--- src/hw/rcs_defines.svh ---
`ifndef RCS_DEFINES_SVH
`define RCS_DEFINES_SVH

// Clock, reset and interrupt pulse timing
`define RCS_CLK_PERIOD_NS 10
`define RCS_RST_MIN_NS 250000
`define RCS_P_GEN_MIN 2
`define RCS_P_GEN_DRIVE 4
`define RCS_P_GEN_MAX 8
`define RCS_E_FLOAT_TICKS 3
`define RCS_E_DRIVE_TICKS 17
`define RCS_EXT_IRQ_MIN_P 8
`define RCS_NMI_MIN_P 4

// Divided clock ratios
`define RCS_DIV_R0 2
`define RCS_DIV_R1 4
`define RCS_DIV_R2 6
`define RCS_DIV_R3 8
`define RCS_DIV_IDX_4 1
`define RCS_DIV_IDX_6 2

// Clock-mode strap codes and multipliers
`define RCS_MODE_BYPASS 2'h0
`define RCS_MODE_X6 2'h1
`define RCS_MODE_X12 2'h2
`define RCS_MULT_X1 4'h1
`define RCS_MULT_X6 4'h6
`define RCS_MULT_X12 4'hC

// Memory clock source select
`define RCS_ESRC_PIN 2'h0
`define RCS_ESRC_DIV4 2'h1
`define RCS_ESRC_DIV6 2'h2

// Register offsets
`define RCS_REG_CTRL 8'h00
`define RCS_REG_STATUS 8'h04
`define RCS_REG_STRAP 8'h08
`define RCS_REG_IRQ 8'h0C

// Field positions
`define RCS_CTRL_ESRC_LSB 0
`define RCS_CTRL_ESRC_MSB 1
`define RCS_ST_HELD_BIT 0
`define RCS_ST_REL_BIT 1
`define RCS_ST_RUN_BIT 2
`define RCS_ST_MODE_RSV_BIT 3
`define RCS_ST_SHORT_BIT 4
`define RCS_STRAP_LSB 0
`define RCS_STRAP_MSB 5
`define RCS_STRAP_MODE_LSB 8
`define RCS_STRAP_MODE_MSB 9
`define RCS_STRAP_MULT_LSB 12
`define RCS_STRAP_MULT_MSB 15
`define RCS_IRQ_EXT_BIT 0
`define RCS_IRQ_NMI_BIT 1

`endif

--- src/hw/rcs_pkg.sv ---
package rcs_pkg;

	typedef enum logic [1:0] {ST_HELD, ST_REL, ST_RUN} rcs_state_t;

	typedef struct packed {
		logic [3:0] addr_cfg;
		logic endian;
		logic host_bit5;
	} rcs_straps_t;

	typedef struct packed {
		logic gen_oe_n;
		logic mem_oe_n;
		logic mem_clk_oe_n;
	} rcs_pads_t;

endpackage : rcs_pkg

--- src/hw/rcs_clk_div.sv ---
`timescale 1ns/100ps
module rcs_clk_div #(
	parameter int RATIO = 2
) (
	input wire logic pclk,
	input wire logic presetn,
	output logic tick
);
	localparam int W = (RATIO < 2) ? 1 : $clog2(RATIO);

	logic [W-1:0] cnt;
	wire wrap = (cnt == W'(RATIO - 1));

	generate
		if (RATIO < 2)
		begin : g_bad
			$error("rcs_clk_div ratio below two");
		end
	endgenerate

	always_ff @(posedge pclk or negedge presetn)
	begin
		if (!presetn)
		begin
			cnt <= '0;
			tick <= 1'b0;
		end
		else
		begin
			cnt <= wrap ? '0 : cnt + W'(1);
			tick <= wrap;
		end
	end

endmodule : rcs_clk_div

--- src/hw/rcs_top.sv ---
// Implementation choices: register access over APB and the register addresses.
`timescale 1ns/100ps
`include "rcs_defines.svh"

// Notes on behaviour
// - Straps are captured at the reset rising edge while still held stable.
// - Straps are address bits 22:19, endian select and host data bit five.
// - General pins float during reset, driven again 2 to 8 cycles after release.
// - Memory pins float 2E..3P+4E after assertion, drive 16E..8P+20E after release.
// - Memory input clock resynchronised after assertion and after release.
// - Memory output clock floats no sooner than 2E, driven within 8P+20E.
// - Hold acknowledge invalid no sooner than 2E, valid within 8P+20E.
// - Bus request and low hold acknowledge follow the same invalid/valid timing.
// - CPU clock multiplier chosen from the two clock-mode straps.
// - Divided enables of two, four, six and eight from the CPU clock.
// - Mode 00 bypass, 01 times six, 10 times twelve, 11 reserved.
module rcs_top
	import rcs_pkg::*;
#(
	parameter int RST_MIN_CYC =
		(`RCS_RST_MIN_NS + `RCS_CLK_PERIOD_NS - 1) / `RCS_CLK_PERIOD_NS,
	parameter int ADDR_W = 8
) (
	input wire logic pclk,
	input wire logic presetn,
	input wire logic psel,
	input wire logic penable,
	input wire logic pwrite,
	input wire logic [ADDR_W-1:0] paddr,
	input wire logic [31:0] pwdata,
	input wire logic [3:0] pstrb,
	output logic [31:0] prdata,
	output logic pready,
	output logic pslverr,
	input wire logic dev_reset_n,
	input wire logic [3:0] ext_mem_address,
	input wire logic endian_select_pin,
	input wire logic host_data_bit_five,
	input wire logic [1:0] pll_mode_select,
	input wire logic ext_mem_clock_in,
	input wire logic hold_req,
	input wire logic mem_req,
	input wire logic external_irq_pin,
	input wire logic nmi_pin,
	output rcs_pads_t pads,
	output logic ext_mem_clock_out_one,
	output logic bus_hold_ack,
	output logic bus_request_out,
	output logic clk_resync,
	output logic core_rst_n,
	output rcs_straps_t straps,
	output logic [3:0] pll_mult,
	output logic pll_bypass,
	output logic [3:0] div_en,
	output logic [1:0] irq_event
);
	localparam int HW = $clog2(RST_MIN_CYC + 1);
	localparam int DIV_R [4] = '{`RCS_DIV_R0, `RCS_DIV_R1, `RCS_DIV_R2, `RCS_DIV_R3};
	localparam int IRQ_W [2] = '{`RCS_EXT_IRQ_MIN_P, `RCS_NMI_MIN_P};

	generate
		if (ADDR_W < 4 || RST_MIN_CYC < 1)
		begin : g_bad
			$error("rcs_top parameters out of range");
		end
	endgenerate

	rcs_state_t state, next_state;
	logic [4:0] e_cnt, next_e_cnt;
	logic [3:0] p_cnt, next_p_cnt;
	logic [HW-1:0] held_cyc;
	logic rst_q, eclk_q, short_flag, mode_rsv;
	logic [1:0] esrc_ctrl, esrc_act;
	logic [1:0] irq_seen;
	logic [1:0] mode_q;
	wire [3:0] div_tick;
	logic [1:0] irq_qual;
	logic [3:0] irq_cnt [2];

	// Reset pin edges; pins are synchronous to pclk
	wire fall_det = rst_q && !dev_reset_n;
	wire rise_det = !rst_q && dev_reset_n;
	wire [1:0] irq_pins = {nmi_pin, external_irq_pin};

	// Memory clock period source: pin edges or CPU/4, CPU/6
	wire pin_edge = ext_mem_clock_in && !eclk_q;
	wire e_tick = (esrc_act == `RCS_ESRC_DIV4) ? div_tick[`RCS_DIV_IDX_4] :
		(esrc_act == `RCS_ESRC_DIV6) ? div_tick[`RCS_DIV_IDX_6] : pin_edge;

	genvar gi;
	generate
		for (gi = 0; gi < 4; gi++)
		begin : g_div
			rcs_clk_div #(.RATIO(DIV_R[gi])) u_div (
				.pclk(pclk),
				.presetn(presetn),
				.tick(div_tick[gi])
			);
		end
	endgenerate

	always_comb
	begin
		next_state = state;
		next_e_cnt = e_cnt;
		next_p_cnt = p_cnt;
		unique case (state)
			ST_RUN:
			begin
				if (fall_det)
				begin
					next_state = ST_HELD;
					next_e_cnt = '0;
				end
			end
			ST_HELD:
			begin
				if (rise_det)
				begin
					next_state = ST_REL;
					next_e_cnt = '0;
					next_p_cnt = '0;
				end
				else if (e_tick && e_cnt < 5'(`RCS_E_FLOAT_TICKS))
					next_e_cnt = e_cnt + 5'h1;
			end
			ST_REL:
			begin
				if (fall_det)
				begin
					// Memory group is still floated; restarting the count would drive it
					next_state = ST_HELD;
					next_e_cnt = 5'(`RCS_E_FLOAT_TICKS);
				end
				else
				begin
					if (p_cnt < 4'(`RCS_P_GEN_DRIVE))
						next_p_cnt = p_cnt + 4'h1;
					if (e_tick && e_cnt < 5'(`RCS_E_DRIVE_TICKS))
						next_e_cnt = e_cnt + 5'h1;
					if (next_e_cnt == 5'(`RCS_E_DRIVE_TICKS)
						&& next_p_cnt == 4'(`RCS_P_GEN_DRIVE))
						next_state = ST_RUN;
				end
			end
		endcase
	end

	// General pins float from the first edge after assertion
	wire next_gen_oe_n = (next_state == ST_HELD) ||
		(next_state == ST_REL && next_p_cnt < 4'(`RCS_P_GEN_DRIVE));
	// Third tick guarantees two full E periods whatever the phase
	wire next_mem_oe_n = (next_state == ST_HELD && next_e_cnt >= 5'(`RCS_E_FLOAT_TICKS)) ||
		(next_state == ST_REL && next_e_cnt < 5'(`RCS_E_DRIVE_TICKS));
	wire next_resync = e_tick && ((state == ST_HELD && !rise_det
		&& e_cnt == 5'(`RCS_E_FLOAT_TICKS - 1)) || (state == ST_REL && !fall_det
		&& e_cnt == 5'(`RCS_E_DRIVE_TICKS - 1)));

	wire [3:0] dec_mult = (pll_mode_select == `RCS_MODE_X6) ? `RCS_MULT_X6 :
		(pll_mode_select == `RCS_MODE_X12) ? `RCS_MULT_X12 : `RCS_MULT_X1;
	wire dec_rsv = (pll_mode_select != `RCS_MODE_BYPASS) &&
		(pll_mode_select != `RCS_MODE_X6) && (pll_mode_select != `RCS_MODE_X12);

	always_ff @(posedge pclk or negedge presetn)
	begin
		if (!presetn)
		begin
			state <= ST_HELD;
			// Held since power-up, so the memory group starts floated
			e_cnt <= 5'(`RCS_E_FLOAT_TICKS);
			p_cnt <= '0;
			rst_q <= 1'b0;
			eclk_q <= 1'b0;
			pads <= '{gen_oe_n: 1'b1, mem_oe_n: 1'b1, mem_clk_oe_n: 1'b1};
			clk_resync <= 1'b0;
			core_rst_n <= 1'b0;
			esrc_act <= `RCS_ESRC_PIN;
		end
		else
		begin
			state <= next_state;
			e_cnt <= next_e_cnt;
			p_cnt <= next_p_cnt;
			rst_q <= dev_reset_n;
			eclk_q <= ext_mem_clock_in;
			pads.gen_oe_n <= next_gen_oe_n;
			pads.mem_oe_n <= next_mem_oe_n;
			pads.mem_clk_oe_n <= next_mem_oe_n;
			clk_resync <= next_resync;
			if (next_resync)
				esrc_act <= esrc_ctrl;
			core_rst_n <= (next_state == ST_RUN);
		end
	end

	// Output clock, hold acknowledge and bus request gated by the memory group
	always_ff @(posedge pclk or negedge presetn)
	begin
		if (!presetn)
		begin
			ext_mem_clock_out_one <= 1'b0;
			bus_hold_ack <= 1'b0;
			bus_request_out <= 1'b0;
			div_en <= '0;
		end
		else
		begin
			ext_mem_clock_out_one <= !next_mem_oe_n && ext_mem_clock_in;
			bus_hold_ack <= !next_mem_oe_n && hold_req;
			bus_request_out <= !next_mem_oe_n && mem_req;
			div_en <= div_tick;
		end
	end

	// Straps sampled at release, inside the pin hold window
	always_ff @(posedge pclk or negedge presetn)
	begin
		if (!presetn)
		begin
			straps <= '0;
			mode_q <= `RCS_MODE_BYPASS;
			pll_mult <= `RCS_MULT_X1;
			pll_bypass <= 1'b1;
			mode_rsv <= 1'b0;
		end
		else if (state == ST_HELD && rise_det)
		begin
			straps <= '{addr_cfg: ext_mem_address, endian: endian_select_pin,
				host_bit5: host_data_bit_five};
			mode_q <= pll_mode_select;
			pll_mult <= dec_mult;
			pll_bypass <= (dec_mult == `RCS_MULT_X1);
			mode_rsv <= dec_rsv;
		end
	end

	// Reset width check; a short pulse still resets, but software can see it
	always_ff @(posedge pclk or negedge presetn)
	begin
		if (!presetn)
			held_cyc <= '0;
		else if (state != ST_HELD)
			held_cyc <= '0;
		else if (held_cyc < HW'(RST_MIN_CYC))
			held_cyc <= held_cyc + HW'(1);
	end

	wire short_set = (state == ST_HELD) && rise_det && (held_cyc < HW'(RST_MIN_CYC));

	// Interrupt pulse qualifiers: level accepted after holding its minimum width
	generate
		for (gi = 0; gi < 2; gi++)
		begin : g_irq
			wire differ = (irq_pins[gi] != irq_qual[gi]);
			wire take = differ && (irq_cnt[gi] == 4'(IRQ_W[gi] - 1));
			always_ff @(posedge pclk or negedge presetn)
			begin
				if (!presetn)
				begin
					irq_cnt[gi] <= '0;
					irq_qual[gi] <= 1'b1;
					irq_event[gi] <= 1'b0;
				end
				else
				begin
					irq_cnt[gi] <= (differ && !take) ? irq_cnt[gi] + 4'h1 : 4'h0;
					if (take)
						irq_qual[gi] <= irq_pins[gi];
					irq_event[gi] <= take && irq_pins[gi];
				end
			end
		end
	endgenerate

	// APB slave: decode in setup, answer in the first access cycle
	wire setup = psel && !penable;
	wire wr_acc = psel && penable && pwrite && pready;
	wire [ADDR_W-1:0] a_ctrl = ADDR_W'(`RCS_REG_CTRL);
	wire [ADDR_W-1:0] a_stat = ADDR_W'(`RCS_REG_STATUS);
	wire [ADDR_W-1:0] a_strap = ADDR_W'(`RCS_REG_STRAP);
	wire [ADDR_W-1:0] a_irq = ADDR_W'(`RCS_REG_IRQ);
	wire hit = (paddr == a_ctrl) || (paddr == a_stat) || (paddr == a_strap) || (paddr == a_irq);
	logic [31:0] rd_mux;

	always_comb
	begin
		rd_mux = '0;
		if (paddr == a_ctrl)
			rd_mux[`RCS_CTRL_ESRC_MSB:`RCS_CTRL_ESRC_LSB] = esrc_ctrl;
		if (paddr == a_stat)
		begin
			rd_mux[`RCS_ST_HELD_BIT] = (state == ST_HELD);
			rd_mux[`RCS_ST_REL_BIT] = (state == ST_REL);
			rd_mux[`RCS_ST_RUN_BIT] = (state == ST_RUN);
			rd_mux[`RCS_ST_MODE_RSV_BIT] = mode_rsv;
			rd_mux[`RCS_ST_SHORT_BIT] = short_flag;
		end
		if (paddr == a_strap)
		begin
			rd_mux[`RCS_STRAP_MSB:`RCS_STRAP_LSB] = straps;
			rd_mux[`RCS_STRAP_MODE_MSB:`RCS_STRAP_MODE_LSB] = mode_q;
			rd_mux[`RCS_STRAP_MULT_MSB:`RCS_STRAP_MULT_LSB] = pll_mult;
		end
		if (paddr == a_irq)
			rd_mux[`RCS_IRQ_NMI_BIT:`RCS_IRQ_EXT_BIT] = irq_seen;
	end

	always_ff @(posedge pclk or negedge presetn)
	begin
		if (!presetn)
		begin
			pready <= 1'b0;
			pslverr <= 1'b0;
			prdata <= '0;
			esrc_ctrl <= `RCS_ESRC_PIN;
			short_flag <= 1'b0;
			irq_seen <= '0;
		end
		else
		begin
			pready <= setup;
			pslverr <= setup && !hit;
			prdata <= (setup && !pwrite) ? rd_mux : prdata;
			if (wr_acc && paddr == a_ctrl && pstrb[0])
				esrc_ctrl <= pwdata[`RCS_CTRL_ESRC_MSB:`RCS_CTRL_ESRC_LSB];
			// Hardware set wins over a write-one clear in the same cycle
			if (short_set)
				short_flag <= 1'b1;
			else if (wr_acc && paddr == a_stat && pstrb[0] && pwdata[`RCS_ST_SHORT_BIT])
				short_flag <= 1'b0;
			for (int i = 0; i < 2; i++)
			begin
				if (irq_event[i])
					irq_seen[i] <= 1'b1;
				else if (wr_acc && paddr == a_irq && pstrb[0] && pwdata[i])
					irq_seen[i] <= 1'b0;
			end
		end
	end
endmodule : rcs_top

--- config.mk ---
export PLATFORM = sky130hd
export DESIGN_NAME = rcs_top
export DESIGN_NICKNAME = d
export VERILOG_FILES = /design/src/hw/rcs_pkg.sv /design/src/hw/rcs_clk_div.sv /design/src/hw/rcs_top.sv
export VERILOG_INCLUDE_DIRS = /design/src /design/src/hw
export SDC_FILE = /design/constraint.sdc
export NUM_CORES = 1
export LEC_CHECK = 0
export ABC_CLOCK_PERIOD_IN_PS = 3900
export BUFFER_PORTS_ARGS = -buffer_cell sky130_fd_sc_hd__buf_2
export CAP_MARGIN = 20
export CORE_MARGIN = 2
export CORE_UTILIZATION = 50
export CTS_CLUSTER_DIAMETER = 30
export DETAILED_ROUTE_END_ITERATION = 16
export GPL_ROUTABILITY_DRIVEN = 0
export GPL_TIMING_DRIVEN = 0
export MAX_ROUTING_LAYER = met4
export PLACE_DENSITY = 0.76
export SETUP_SLACK_MARGIN = 0.2
export SYNTH_ARGS = -nofsm -noshare
export SYNTH_HDL_FRONTEND = slang
export SYNTH_HIERARCHICAL = 1
export SYNTH_SLANG_ARGS = --single-unit
export TNS_END_PERCENT = 10
--- constraint.sdc ---
create_clock -name pclk -period 3.9 [get_ports pclk]
set_input_delay 0.195 -clock pclk [delete_from_list [all_inputs] [get_ports pclk]]
set_output_delay 0.195 -clock pclk [all_outputs]
set_load 0.005 [all_outputs]
==> results.toml <==
[routing]
dr.pass1.iters = 4
vias = 3549
viasPerCell = 5.27
first_iter_violations = 150
wl_um = 9310
drc = 0
wl_per_cell_um = 13.8
ant_nets = 0

[cells_and_area]
area_growth_pct = 17.6
drive_gt1_frac = 0.246
multi_input_area_um2 = 1990
final_cells = 673
n_antenna_cell = 0
final_nets = 633
fill_cells = 796
seq_area_um2 = 2460
final_util = 0.598

[floorplanning]
dieArea_um2 = 10100
start_util = 0.509
ioPinCount = 122
rows = 35
die_x_um = 100
die_y_um = 100
core_area_um2 = 9150

[yosys]
synthesis.area_um2 = 4650
ys_seq_area_frac = 0.529
synthAdderAreaFrac = 0.0349
synth_compound_area_frac = 0.110
avgSynthCellArea_um2 = 10.3
synth_top_area_frac = 0.489
synth_mux_area_frac = 0.0258
synth_ff_type = "dfrtp_1"
postSynth.asyncResetShare = 1.00
postSynthCellCount = 452
synthTopCellsByCount = "91 x dfrtp_1, 78 x nand2_1, 42 x nor2_1"
synth_top_family_by_area = "simple AND/OR/NAND/NOR gates"
yosys.area.top_type = "dfrtp_1"
yosys_warnings = 6
yosysMostFrequentCell = "dfrtp_1"
synthTopCellsByArea = "dfrtp_1 49%, nand2_1 6.3%, dfstp_2 4.0%, buf_4 3.5%, ha_1 3.5%"
ys_seq_elements = 98
synth_xor_area_frac = 0.0358
synth_edf_count = 0
yosys.area_share.simple = 0.205
synth_cell_type_count = 61

[critical_path]
r2r-end = "bus_request_out"
required_ns = 4.19
max_stage_delay_ns = 0.56
worst-setup-path-type = "reg -> reg"
rr_worst_depth = 8
end_kind = "flip-flop"
cp.arrival_ns = 2.97
timing.reg2reg.setup_slack_ns = 1.22
path_max_fanout = 9
critical_path.cell_chain = "clkbuf_1 > inv_1 > ha_1 > nor4_1 > o21ai_0 > o31ai_2 > a41oi_2 > a21boi_0"
cpMaxStageDelayCell = "dfstp_2"
cp-start-kind = "flip-flop"
r2r_start = "e_cnt[1]"

[global_routing]
grt_overflow_total = 0
grt_pass1_wl_um = 15900
grtUsageTotal = 0.206
grt_max_degree = 77
antenna_found_initial = 0
grt_pass1_vias = 3415

[clock_network]
cts_tree = "done"
insertion_delay_ns = 0.37
htree_levels = 3
cts_buffers = 9
cts_sinks = 98
clk_pin_slew_ns = 0.10
cts_buffer_depth = 2
root_buffer = "clkbuf_8"
cts_setup_buffers = 0

[placement]
io_buffers = 69
placedCellCount = 653
hpwl_um = 6840

[sta]
worst_pin_slew_ns = 0.835
relSlewSlack = 0.443
clock.fmax_ghz = 0.373
timing_hold_violations_final = 0
drv_slew = 0
grt_setup_unrepaired = "false"
fin_crit_sh = 0.687
worst_hold_slack_ns = 0.0185
skew_ns = 0.0169
layout_min_cycle_time_ns = 2.68
tns_ns = 0
finalSetupViolCount = 0

[pwr]
p_per_area_nw_per_um2 = 516
vdd_drop_max_v = 0.000290
total_power_mw = 2.82
p_leak_nw = 2.73

[min_path]
hold_class = "in -> reg"
whs_path_depth = 3
hold_start = "ext_mem_address[3]"
min_to = "straps[5]"

[flow_run]
max_cap_viol_count = 0

[run_status]
outcome = "finished clean"
[state kept, by name, summed over array words and instances, names as in the netlist, 2 cells and up]
register / flops
irq_cnt: 8
mode_q: 2
pads: 2
irq_seen: 2
g_div.u_div/cnt: 9
g_div.u_div/tick: 4
e_cnt: 5
prdata: 12
irq_event: 2
div_en: 4
state: 2
esrc_ctrl: 2
pll_mult: 3
straps: 6
esrc_act: 2
irq_qual: 2
p_cnt: 4
held_cyc: 15
[layout make-up]
type                    instances  share of cell area
plain buffers                  35              0.0409
well taps                     111              0.0254
inverters                      13             0.00891
clock inverters                 6             0.00891
clock buffers                  10              0.0251
repair buffers                 75              0.0773
multi-input cells             325               0.364
flip-flops and latches         98               0.450
[cells in the final DEF, fill, tap and decap left out, drive strengths merged, types with 4 or more instances in the layout]
cell type	netlist	final
conb	1	20
nand4	5	5
nand3	17	17
nand2b	8	8
o211ai	4	4
a21oi	7	7
nor3b	5	5
dfstp	7	7
nand2	78	78
and2	6	6
dlygate4sd3	0	4
clkbuf	9	19
xnor2	8	8
or2	4	4
dfrtp	91	91
and3	6	6
o21ai	16	16
nor2	42	42
nor2b	8	8
inv	13	16
ha	13	13
nor4	8	8
mux2	4	4
xor2	11	11
buf	26	97
nor3	6	6
[metal layers]
metal,track usage,wire (um)
met5,-,0
met4,0.0906,213
met3,0.0368,433
met2,0.317,4540
met1,0.269,4120
[where the power goes]
part / total [mW] / leakage, nW / switching [mW] / internal [mW]
clock: 0.626 / 0.0912 / 0.369 / 0.257
sequential: 1.34 / 1.26 / 0.127 / 1.22
combinational: 0.855 / 1.39 / 0.495 / 0.360
[cell families after synthesis]
| group | Yosys count |
|---|---|
| and+or+nand+nor | 201 |
| AOI/OAI and AO/OA | 63 |
| other | 1 |
| adders and majority gates | 13 |
| muxes | 9 |
| DFF | 98 |
| xor gates and xnor gates | 19 |
| buffers and inverters | 48 |
[timing repair]
action | in CTS | in global routing
endpoints found under the hold margin | 25 | 0
hold buffers | 4 | 0
resized for setup | 0 | 0
[per-stage QoR]
stage | area [um2] | worst slack (ns)
finish | 5470 | 1.22
global route | 5470 | 1.00
CTS | 5470 | 1.27
detailed placement | 5250 | 1.28
global placement | 5210 | 1.39
floorplan | 4730 | 1.65
[worst max path at each step]
stage,depth (start not counted),to,startpoint
final,8,bus_request_out,e_cnt[1]
after global routing,8,bus_hold_ack,e_cnt[1]
after CTS,8,bus_hold_ack,e_cnt[1]
after detailed placement,8,bus_hold_ack,e_cnt[1]
after global placement,8,bus_hold_ack,e_cnt[1]
after floorplan,8,bus_hold_ack,esrc_act[1]
[critical path, delay by kind of cell, from the launching register on]
kind                       cells  cell delay (ns)
DFF                            1             0.56
AOI/OAI and AO/OA              4             0.89
buffers and inverters          2             0.44
and+or+nand+nor                1             0.40
adders and majority gates      1             0.32
(Power assumes the default switching activity.)
